<file path="src/core/xfcm_pkg.sv">
package xfcm_pkg;
	localparam int LANES = 4;
	localparam int WORD_W = 36;
	localparam int FIFO_DEPTH = 8;
	// xgmii control characters
	localparam logic [7:0] CHAR_IDLE = 8'h07;
	localparam logic [7:0] CHAR_SEQ = 8'h9c;
	localparam logic [7:0] CHAR_START = 8'hfb;
	localparam logic [7:0] CHAR_TERM = 8'hfd;
	localparam logic [7:0] CHAR_ERR = 8'hfe;
	// lane control codegroups
	localparam logic [7:0] K_SYNC = 8'hbc;
	localparam logic [7:0] K_SKIP = 8'h1c;
	localparam logic [7:0] K_ALIGN = 8'h7c;
	localparam logic [7:0] K_SEQ = 8'h9c;
	localparam logic [7:0] K_START = 8'hfb;
	localparam logic [7:0] K_TERM = 8'hfd;
	localparam logic [7:0] K_ERR = 8'hfe;
	// fault ordered-set type byte in lane 3, fill byte in lanes 1 and 2
	localparam logic [7:0] FAULT_LOCAL = 8'h01;
	localparam logic [7:0] FAULT_REMOTE = 8'h02;
	localparam logic [7:0] FAULT_FILL = 8'h00;
	// idle generation
	localparam logic [6:0] LFSR_SEED = 7'h7f;
	localparam logic [4:0] ALIGN_MIN = 5'h0f;
	// lane sync and gap checks
	localparam logic [2:0] COMMA_NEED = 3'h4;
	localparam logic [2:0] ERR_LIMIT = 3'h4;
	localparam logic [2:0] IFG_SHORT_MAX = 3'h3;
	localparam logic [2:0] IFG_SAT = 3'h7;
	// status vector bit positions
	localparam int ST_TX_FAULT = 0;
	localparam int ST_RX_FAULT = 1;
	localparam int ST_SYNC_LO = 2;
	localparam int ST_ALIGN = 6;
	localparam int ST_LINK = 7;
	// diagnostic bit positions
	localparam int DBG_UP = 0;
	localparam int DBG_SYNC_LO = 1;
	localparam int DBG_ALIGN = 5;
	typedef enum logic {ALIGN_LOST, ALIGN_DONE} xfcm_align_e;
endpackage : xfcm_pkg

</file>
<file path="src/core/xfcm_stream_if.sv">
`timescale 1ns/1ns
interface xfcm_stream_if #(parameter int W = 36);
	logic valid;
	logic ready;
	logic [W-1:0] data;
	modport sender (output valid, output data, input ready);
	modport receiver (input valid, input data, output ready);
endinterface : xfcm_stream_if

</file>
<file path="src/core/xfcm_fifo.sv">
`timescale 1ns/1ns
module xfcm_fifo #(
	parameter int WIDTH = 36,
	parameter int DEPTH = 8
) (
	input wire logic clk,
	input wire logic reset_n,
	xfcm_stream_if.receiver wr,
	xfcm_stream_if.sender rd
);
	localparam int AW = $clog2(DEPTH);
	if (DEPTH < 2 || (1 << AW) != DEPTH) begin : g_bad_depth
		$error("fifo depth must be a power of two of at least two");
	end
	if (WIDTH < 1) begin : g_bad_width
		$error("fifo width must be positive");
	end
	typedef struct packed {
		logic [DEPTH-1:0][WIDTH-1:0] mem;
		logic [AW:0] wp;
		logic [AW:0] rp;
	} xfcm_fifo_s;
	xfcm_fifo_s s_q;
	xfcm_fifo_s s_d;
	logic full;
	logic empty;
	assign full = (s_q.wp[AW] != s_q.rp[AW]) && (s_q.wp[AW-1:0] == s_q.rp[AW-1:0]);
	assign empty = (s_q.wp == s_q.rp);
	assign wr.ready = !full;
	assign rd.valid = !empty;
	assign rd.data = s_q.mem[s_q.rp[AW-1:0]];
	always_comb begin
		s_d = s_q;
		if (wr.valid && !full) begin
			s_d.mem[s_q.wp[AW-1:0]] = wr.data;
			s_d.wp = s_q.wp + 1'b1;
		end
		if (rd.ready && !empty) begin
			s_d.rp = s_q.rp + 1'b1;
		end
	end
	always_ff @(posedge clk) begin
		if (!reset_n) begin
			s_q <= '0;
		end else begin
			s_q <= s_d;
		end
	end
endmodule : xfcm_fifo

</file>
<file path="src/core/xfcm_top.sv">
`timescale 1ns/1ns
// Contract
// ctrl flag 0 data; 07 9c fb fd fe
// lane codes bc 1c 7c 9c fb fd fe
// idle columns become randomized sync/skip/align
// fault messages start 9c control lane 0
// fault and link status latch until cleared
// receiver not up sends local fault
// receive fault shown in status vector
// six-bit live sync and align diagnostics
// transmit fault while transmitter reset or uninitialized
// only mac originates remote fault messages
// mac sends idles on remote fault
// mac sends remote fault on local fault
// received remote fault passed through unchanged
// eight-bit link status vector exposed
// short gap puts fe before terminate
// bad codegroups become fe control bytes
// no signal detect holds lane unsynced
// alignment dropped on invalid or partial align
// fault type byte distinguishes local remote
module xfcm_top #(
	parameter int FIFO_DEPTH = xfcm_pkg::FIFO_DEPTH
) (
	input wire logic clk,
	input wire logic reset_n,
	input wire logic [31:0] txData,
	input wire logic [3:0] txCtrl,
	input wire logic txValid,
	output logic txReady,
	output logic [31:0] laneTxData,
	output logic [3:0] laneTxIsK,
	output logic laneTxValid,
	input wire logic laneTxReady,
	input wire logic [31:0] laneRxData,
	input wire logic [3:0] laneRxIsK,
	input wire logic [3:0] laneRxCodeValid,
	input wire logic [3:0] signalDetect,
	input wire logic rxLocked,
	input wire logic rxInReset,
	input wire logic txInReset,
	input wire logic txInitDone,
	input wire logic clearLocalFault,
	input wire logic clearLinkStatus,
	output logic [31:0] rxData,
	output logic [3:0] rxCtrl,
	output logic [7:0] statusVector,
	output logic [5:0] debug
);
	localparam int L = xfcm_pkg::LANES;
	if (FIFO_DEPTH < 2) begin : g_bad_depth
		$error("fifo depth too small");
	end
	typedef struct packed {
		logic [6:0] lfsr;
		logic [4:0] alignCnt;
		logic [35:0] txOut;
		logic txOutValid;
		logic [3:0][2:0] commaCnt;
		logic [3:0][2:0] errCnt;
		logic [3:0] sync;
		xfcm_pkg::xfcm_align_e align;
		logic gapActive;
		logic [2:0] idleCnt;
		logic shortIfg;
		logic [35:0] pipe;
		logic [35:0] rxOut;
		logic rxFault;
		logic txFault;
		logic link;
	} xfcm_state_s;
	localparam xfcm_state_s RST = '{
		lfsr: xfcm_pkg::LFSR_SEED,
		alignCnt: xfcm_pkg::ALIGN_MIN,
		align: xfcm_pkg::ALIGN_LOST,
		default: '0
	};
	xfcm_state_s s_q;
	xfcm_state_s s_d;
	xfcm_stream_if #(.W(xfcm_pkg::WORD_W)) txIn ();
	xfcm_stream_if #(.W(xfcm_pkg::WORD_W)) txBuf ();
	assign txIn.valid = txValid;
	assign txIn.data = {txCtrl, txData};
	assign txReady = txIn.ready;
	xfcm_fifo #(.WIDTH(xfcm_pkg::WORD_W), .DEPTH(FIFO_DEPTH)) u_fifo (
		.clk(clk),
		.reset_n(reset_n),
		.wr(txIn),
		.rd(txBuf)
	);
	assign txBuf.ready = !s_q.txOutValid || laneTxReady;
	assign laneTxData = s_q.txOut[31:0];
	assign laneTxIsK = s_q.txOut[35:32];
	assign laneTxValid = s_q.txOutValid;
	assign rxData = s_q.rxOut[31:0];
	assign rxCtrl = s_q.rxOut[35:32];
	logic rxUp;
	logic txLive;
	assign rxUp = rxLocked && !rxInReset && (&s_q.sync) && (s_q.align == xfcm_pkg::ALIGN_DONE);
	assign txLive = txInReset || !txInitDone;
	always_comb begin
		statusVector = '0;
		statusVector[xfcm_pkg::ST_TX_FAULT] = s_q.txFault;
		statusVector[xfcm_pkg::ST_RX_FAULT] = s_q.rxFault;
		statusVector[xfcm_pkg::ST_SYNC_LO +: 4] = s_q.sync;
		statusVector[xfcm_pkg::ST_ALIGN] = (s_q.align == xfcm_pkg::ALIGN_DONE);
		statusVector[xfcm_pkg::ST_LINK] = s_q.link;
		debug = '0;
		debug[xfcm_pkg::DBG_UP] = rxUp;
		debug[xfcm_pkg::DBG_SYNC_LO +: 4] = s_q.sync;
		debug[xfcm_pkg::DBG_ALIGN] = (s_q.align == xfcm_pkg::ALIGN_DONE);
	end
	always_comb begin
		logic [31:0] td;
		logic [3:0] tc;
		logic [35:0] enc;
		logic allIdle;
		logic [7:0] idleCode;
		logic [35:0] dec;
		logic [35:0] prev;
		logic [35:0] fault;
		logic [7:0] rb;
		logic allA;
		logic anyA;
		logic anyBad;
		logic gap;
		logic sh;
		logic fixPrev;
		logic [2:0] cnt;
		s_d = s_q;
		td = txBuf.data[31:0];
		tc = txBuf.data[35:32];
		enc = '0;
		allIdle = 1'b1;
		idleCode = xfcm_pkg::K_SYNC;
		dec = '0;
		prev = s_q.pipe;
		fault = '0;
		rb = '0;
		allA = 1'b1;
		anyA = 1'b0;
		anyBad = 1'b0;
		gap = s_q.gapActive;
		sh = s_q.shortIfg;
		fixPrev = 1'b0;
		cnt = s_q.idleCnt;
		// transmit encoder
		for (int i = 0; i < L; i++) begin
			if (!(tc[i] && td[8*i +: 8] == xfcm_pkg::CHAR_IDLE)) begin
				allIdle = 1'b0;
			end
		end
		if (txBuf.valid && txBuf.ready) begin
			if (allIdle) begin
				if (s_q.alignCnt == '0) begin
					idleCode = xfcm_pkg::K_ALIGN;
					s_d.alignCnt = xfcm_pkg::ALIGN_MIN + {1'b0, s_q.lfsr[3:0]};
				end else begin
					idleCode = s_q.lfsr[0] ? xfcm_pkg::K_SYNC : xfcm_pkg::K_SKIP;
					s_d.alignCnt = s_q.alignCnt - 5'h01;
				end
				s_d.lfsr = {s_q.lfsr[5:0], s_q.lfsr[6] ^ s_q.lfsr[5]};
			end
			for (int i = 0; i < L; i++) begin
				enc[32 + i] = tc[i];
				enc[8*i +: 8] = td[8*i +: 8];
				if (tc[i]) begin
					case (td[8*i +: 8])
						xfcm_pkg::CHAR_IDLE: enc[8*i +: 8] = idleCode;
						xfcm_pkg::CHAR_SEQ: enc[8*i +: 8] = xfcm_pkg::K_SEQ;
						xfcm_pkg::CHAR_START: enc[8*i +: 8] = xfcm_pkg::K_START;
						xfcm_pkg::CHAR_TERM: enc[8*i +: 8] = xfcm_pkg::K_TERM;
						default: enc[8*i +: 8] = xfcm_pkg::K_ERR;
					endcase
				end
			end
			s_d.txOut = enc;
			s_d.txOutValid = 1'b1;
		end else if (laneTxReady) begin
			s_d.txOutValid = 1'b0;
		end
		// lane synchronisation
		for (int i = 0; i < L; i++) begin
			if (!signalDetect[i]) begin
				s_d.sync[i] = 1'b0;
				s_d.commaCnt[i] = '0;
				s_d.errCnt[i] = '0;
			end else if (!s_q.sync[i]) begin
				if (!laneRxCodeValid[i]) begin
					s_d.commaCnt[i] = '0;
				end else if (laneRxIsK[i] && laneRxData[8*i +: 8] == xfcm_pkg::K_SYNC) begin
					s_d.commaCnt[i] = s_q.commaCnt[i] + 3'h1;
					if (s_q.commaCnt[i] == xfcm_pkg::COMMA_NEED - 3'h1) begin
						s_d.sync[i] = 1'b1;
						s_d.commaCnt[i] = '0;
					end
				end
			end else if (!laneRxCodeValid[i]) begin
				s_d.errCnt[i] = s_q.errCnt[i] + 3'h1;
				if (s_q.errCnt[i] == xfcm_pkg::ERR_LIMIT - 3'h1) begin
					s_d.sync[i] = 1'b0;
					s_d.errCnt[i] = '0;
				end
			end else begin
				s_d.errCnt[i] = '0;
			end
		end
		// lane alignment
		for (int i = 0; i < L; i++) begin
			if (laneRxCodeValid[i] && laneRxIsK[i] && laneRxData[8*i +: 8] == xfcm_pkg::K_ALIGN) begin
				anyA = 1'b1;
			end else begin
				allA = 1'b0;
			end
			if (!laneRxCodeValid[i]) begin
				anyBad = 1'b1;
			end
		end
		if (!(&s_q.sync)) begin
			s_d.align = xfcm_pkg::ALIGN_LOST;
		end else begin
			case (s_q.align)
				xfcm_pkg::ALIGN_LOST: if (allA && !anyBad) s_d.align = xfcm_pkg::ALIGN_DONE;
				xfcm_pkg::ALIGN_DONE: if (anyBad || (anyA && !allA)) s_d.align = xfcm_pkg::ALIGN_LOST;
				default: s_d.align = xfcm_pkg::ALIGN_LOST;
			endcase
		end
		// receive decoder
		for (int i = 0; i < L; i++) begin
			rb = laneRxData[8*i +: 8];
			dec[8*i +: 8] = rb;
			dec[32 + i] = laneRxIsK[i];
			if (!laneRxCodeValid[i]) begin
				dec[8*i +: 8] = xfcm_pkg::CHAR_ERR;
				dec[32 + i] = 1'b1;
			end else if (laneRxIsK[i]) begin
				case (rb)
					xfcm_pkg::K_SYNC, xfcm_pkg::K_SKIP, xfcm_pkg::K_ALIGN:
						dec[8*i +: 8] = xfcm_pkg::CHAR_IDLE;
					xfcm_pkg::K_SEQ: dec[8*i +: 8] = xfcm_pkg::CHAR_SEQ;
					xfcm_pkg::K_START: dec[8*i +: 8] = xfcm_pkg::CHAR_START;
					xfcm_pkg::K_TERM: dec[8*i +: 8] = xfcm_pkg::CHAR_TERM;
					default: dec[8*i +: 8] = xfcm_pkg::CHAR_ERR;
				endcase
			end
		end
		// interframe gap check
		for (int i = 0; i < L; i++) begin
			if (dec[32 + i] && dec[8*i +: 8] == xfcm_pkg::CHAR_TERM) begin
				if (sh) begin
					if (i == 0) begin
						fixPrev = 1'b1;
					end else begin
						dec[8*(i-1) +: 8] = xfcm_pkg::CHAR_ERR;
						dec[32 + i - 1] = 1'b1;
					end
				end
				sh = 1'b0;
				gap = 1'b1;
				cnt = '0;
			end else if (dec[32 + i] && dec[8*i +: 8] == xfcm_pkg::CHAR_START) begin
				sh = gap && (cnt <= xfcm_pkg::IFG_SHORT_MAX);
				gap = 1'b0;
			end else if (gap && dec[32 + i] && dec[8*i +: 8] == xfcm_pkg::CHAR_IDLE) begin
				if (cnt != xfcm_pkg::IFG_SAT) begin
					cnt = cnt + 3'h1;
				end
			end
		end
		if (fixPrev) begin
			prev[31:24] = xfcm_pkg::CHAR_ERR;
			prev[35] = 1'b1;
		end
		// local fault ordered set
		fault[7:0] = xfcm_pkg::CHAR_SEQ;
		fault[15:8] = xfcm_pkg::FAULT_FILL;
		fault[23:16] = xfcm_pkg::FAULT_FILL;
		fault[31:24] = xfcm_pkg::FAULT_LOCAL;
		fault[35:32] = 4'h1;
		if (rxUp) begin
			s_d.pipe = dec;
			s_d.rxOut = prev;
			s_d.gapActive = gap;
			s_d.idleCnt = cnt;
			s_d.shortIfg = sh;
		end else begin
			s_d.pipe = fault;
			s_d.rxOut = fault;
			s_d.gapActive = 1'b0;
			s_d.idleCnt = '0;
			s_d.shortIfg = 1'b0;
		end
		// latched indications, the event wins over the clear
		s_d.rxFault = !rxUp || (s_q.rxFault && !clearLocalFault);
		s_d.txFault = txLive || (s_q.txFault && !clearLocalFault);
		s_d.link = rxUp && (s_q.link || clearLinkStatus);
	end
	always_ff @(posedge clk) begin
		if (!reset_n) begin
			s_q <= RST;
		end else begin
			s_q <= s_d;
		end
	end
endmodule : xfcm_top

</file>
<file path="config.mk">
export PLATFORM = sky130hd
export DESIGN_NAME = xfcm_top
export DESIGN_NICKNAME = d
export VERILOG_FILES = /design/src/core/xfcm_pkg.sv /design/src/core/xfcm_stream_if.sv /design/src/core/xfcm_fifo.sv /design/src/core/xfcm_top.sv
export SDC_FILE = /design/constraint.sdc
export NUM_CORES = 1
export LEC_CHECK = 0
export BUFFER_PORTS_ARGS = -buffer_cell sky130_fd_sc_hd__buf_2
export CORE_UTILIZATION = 55
export DETAILED_ROUTE_END_ITERATION = 12
export PLACE_DENSITY_LB_ADDON = 0.2
export SYNTH_ARGS = -nofsm -noshare
export SYNTH_HDL_FRONTEND = slang
export SYNTH_HIERARCHICAL = 1
export SYNTH_SLANG_ARGS = --single-unit
</file>
<file path="constraint.sdc">
create_clock -name clk -period 7.45 [get_ports clk]
set_input_delay 1.49 -clock clk [delete_from_list [all_inputs] [get_ports clk]]
set_output_delay 1.49 -clock clk [all_outputs]
set_load 0.01 [all_outputs]
</file>
==> results.toml <==
[logic_synthesis]
yosysTopAreaCellShare_pct = 42.9
synthDistinctLibCells = 86
syn_avg_cell_area_sq_um = 9.62
synthCells = 2200
ys_seq_area_share_pct = 42.9
synth_common_cells = "dfxtp_1, nand2_1, mux2i_1"
syn_area_sq_um = 21200
synth_area_leaders = "dfxtp_1, mux2i_1, nand2_1"
async_flop_share_pct = 0
ys_seq_elements = 454
synth_edf_count = 0
synth_nets = 2306
synth_warnings = 6
yosysTopAreaCell = "dfxtp_1"
synth-main-ff-cell = "dfxtp_1"
synth_most_common_cell = "dfxtp_1"

[routing]
ant_nets = 0
met1_length_um = 23900
vias = 16000
drc = 0
route.met3.wl_um = 3050
postRouteWirelength_um = 51300
wl_per_cell_um = 18.5
dr.first_iter.drc_count = 1173
top_layer_used = "met4"
dr_wl_met2_um = 23200
routed_via_density = 5.76
dr.pass1.iters = 5

[clock_tree]
clockRootBuffer = "clkbuf_16"
post_cts_resized = 0
htree_levels = 2
cts_hold_buf = 0
cts.sinks = 454
cts_tree = "done"
cts_inserted_buffers = 48
clock_latency_ns = 0.60
post_cts_buffers = 0
clockBufferDepth = 3
clk_pin_slew_ns = 0.06

[worst_hold_path]
hp-class = "reg2reg"

[pwr]
clkPwrFrac_pct = 40.3
ir_worst_vdd_v = 0.000194
power_density_nw_per_um2 = 267
internal_power_mw = 4.45
swShare_pct = 28.3
p_sw_mw = 1.76
seq_power_share_pct = 43.7
p_comb_share_pct = 16.1
p_leak_nw = 9.59
p_total_mw = 6.21

[die]
die_w_um = 198
core_sq_um = 37800
num_rows = 71
start_util_pct = 56.1
die_h_um = 198
num_io_pins = 178
die-area_sq_um = 39300

[timing]
fin_worst_skew_ns = 0.0236
rsz0062_at_grt = "no"
fin_crit_sh_pct = 76.2
setup_viol = 0
tightestPinTransition_ns = 1.16
period_minus_slack_ns = 5.67
timing_hold_violations_final = 0
drv_slew = 0
max_freq_ghz = 0.176
tns_ns = 0
timing.slew.headroom_pct = 22.2

[global_routing]
grt_overflow = 0
antenna_found_initial = 2
grt_pass1_wl_um = 81500
grt_pass1_vias = 15300
grt_max_degree = 101
track_usage_pct = 26.2

[layout]
fillers = 3090
layout.cells.non_filler = 2770
fin_nets = 2326
area_growth_pct = 9.92
utilization_pct = 61.6
layout-drive-gt1-share_pct = 18.6
final_cell_area_sq_um = 23300

[placed_design]
dp_cells = 2681
placed_area_sq_um = 21600
place_congestion = 0.906
hpwlAfterDp_um = 33200
io_buffers = 177

[worst_setup_path]
critPathArrivalTime_ns = 6.17
cp-end-kind = "flip-flop"
cp.required_ns = 7.94
path_class = "in2reg"
cp_max_fo = 10
crit_path_start_kind = "input pin"

[outcome]
status = "finished, final reports clean"

[run]
cap_violations = 0
## critical path, stage by stage
cell and delay (ns):
buf_2 0.21, xor2_1 0.20, a21o_1 0.26, nand4_2 0.24, mux2_2 0.37, and2_1 0.16
ha_1 0.23, and2_1 0.16, a41oi_1 0.20, o2111ai_1 0.24, a41oi_2 0.34, inv_1 0.09
ha_1 0.23, a211oi_1 0.29, o21ai_2 0.14, xnor2_1 0.27, nor2_1 0.09, ha_1 0.23
nor2_1 0.13, nand2_1 0.07, nor3b_1 0.18, a31oi_1 0.07, a41o_1 0.25
## cell type report
type | count | area (sq um) | area share (%)
timing repair buffer | 196 | 1040 | 4.46
tap | 511 | 639 | 2.75
clock inverter | 21 | 299 | 1.29
antenna | 2 | 5.00 | 0.0215
sequential | 454 | 9100 | 39.1
multi-input combinational | 1493 | 10700 | 46.1
clock buffer | 66 | 1360 | 5.85
inverter | 27 | 101 | 0.436
## power by group through the flow
stage               registers, mW  logic [mW]  clock network [mW]
floorplan                    2.64       0.860                   0
global placement             2.76       0.980                   0
detailed placement           2.77       0.990                   0
CTS                          2.71       0.995                2.54
global route                 2.73        1.08                2.65
finish                       2.71       0.997                2.50
## kinds of logic (layout without fill, tap and decap cells)
family          Yosys count  in the layout  synth area share, %
simple gates            798            798                 17.4
compound gates          240            240                 6.98
buf+inv                 253            310                 6.56
xor+xnor                 28             28                 1.28
mux                     411            411                 23.9
flops                   454            454                 42.9
other cells               0              2                    0
fa+ha+maj                16             16                0.946
## final timing paths
kind,endpoint,from,slack (ns),cells past startpoint
worst max register to register,s_q[75],s_q[76],2.53,22
worst max-delay path,s_q[75],laneRxData[6],1.78,23
worst min-delay path,rxData[26],s_q[65],0.44,2
worst min register to register,rxData[26],s_q[65],0.44,2
## metrics by stage
step / hold slack (ns) / worst slack [ns]
finish: 0.437 / 1.78
global route: 0.459 / 1.39
CTS: 0.444 / 1.84
detailed placement: 0.431 / 1.24
global placement: 0.425 / 1.32
floorplan: 0.416 / 1.81
## placed cells by master, fill, tap and decap left out, types with 25 or more instances in the layout
cell type / n
clkbuf_16: 49
nor3_1: 44
dfxtp_1: 451
nand3_1: 39
nand2b_1: 26
buf_2: 176
nor2_1: 101
mux4_2: 72
and3_1: 30
mux2i_1: 301
inv_1: 25
nand2_1: 442
mux2_2: 38
a21oi_1: 102
o21ai_0: 50
## per-layer routing
| layer | track usage (%) | up-vias |
|---|---|---|
| li1 | - | 7671 |
| met1 | 37.2 | 7784 |
| met2 | 41.2 | 441 |
| met3 | 3.65 | 68 |
| met4 | 8.21 | 0 |
| met5 | 0 | - |
## sequential cells by signal (all words and copies together), names as in the netlist
name	cells
debug	5
u_fifo/s_q	296
s_q	77
laneTxIsK	4
rxData	32
statusVector	3
rxCtrl	4
laneTxValid	1
laneTxData	32
Power figures use the tool's default switching activity.
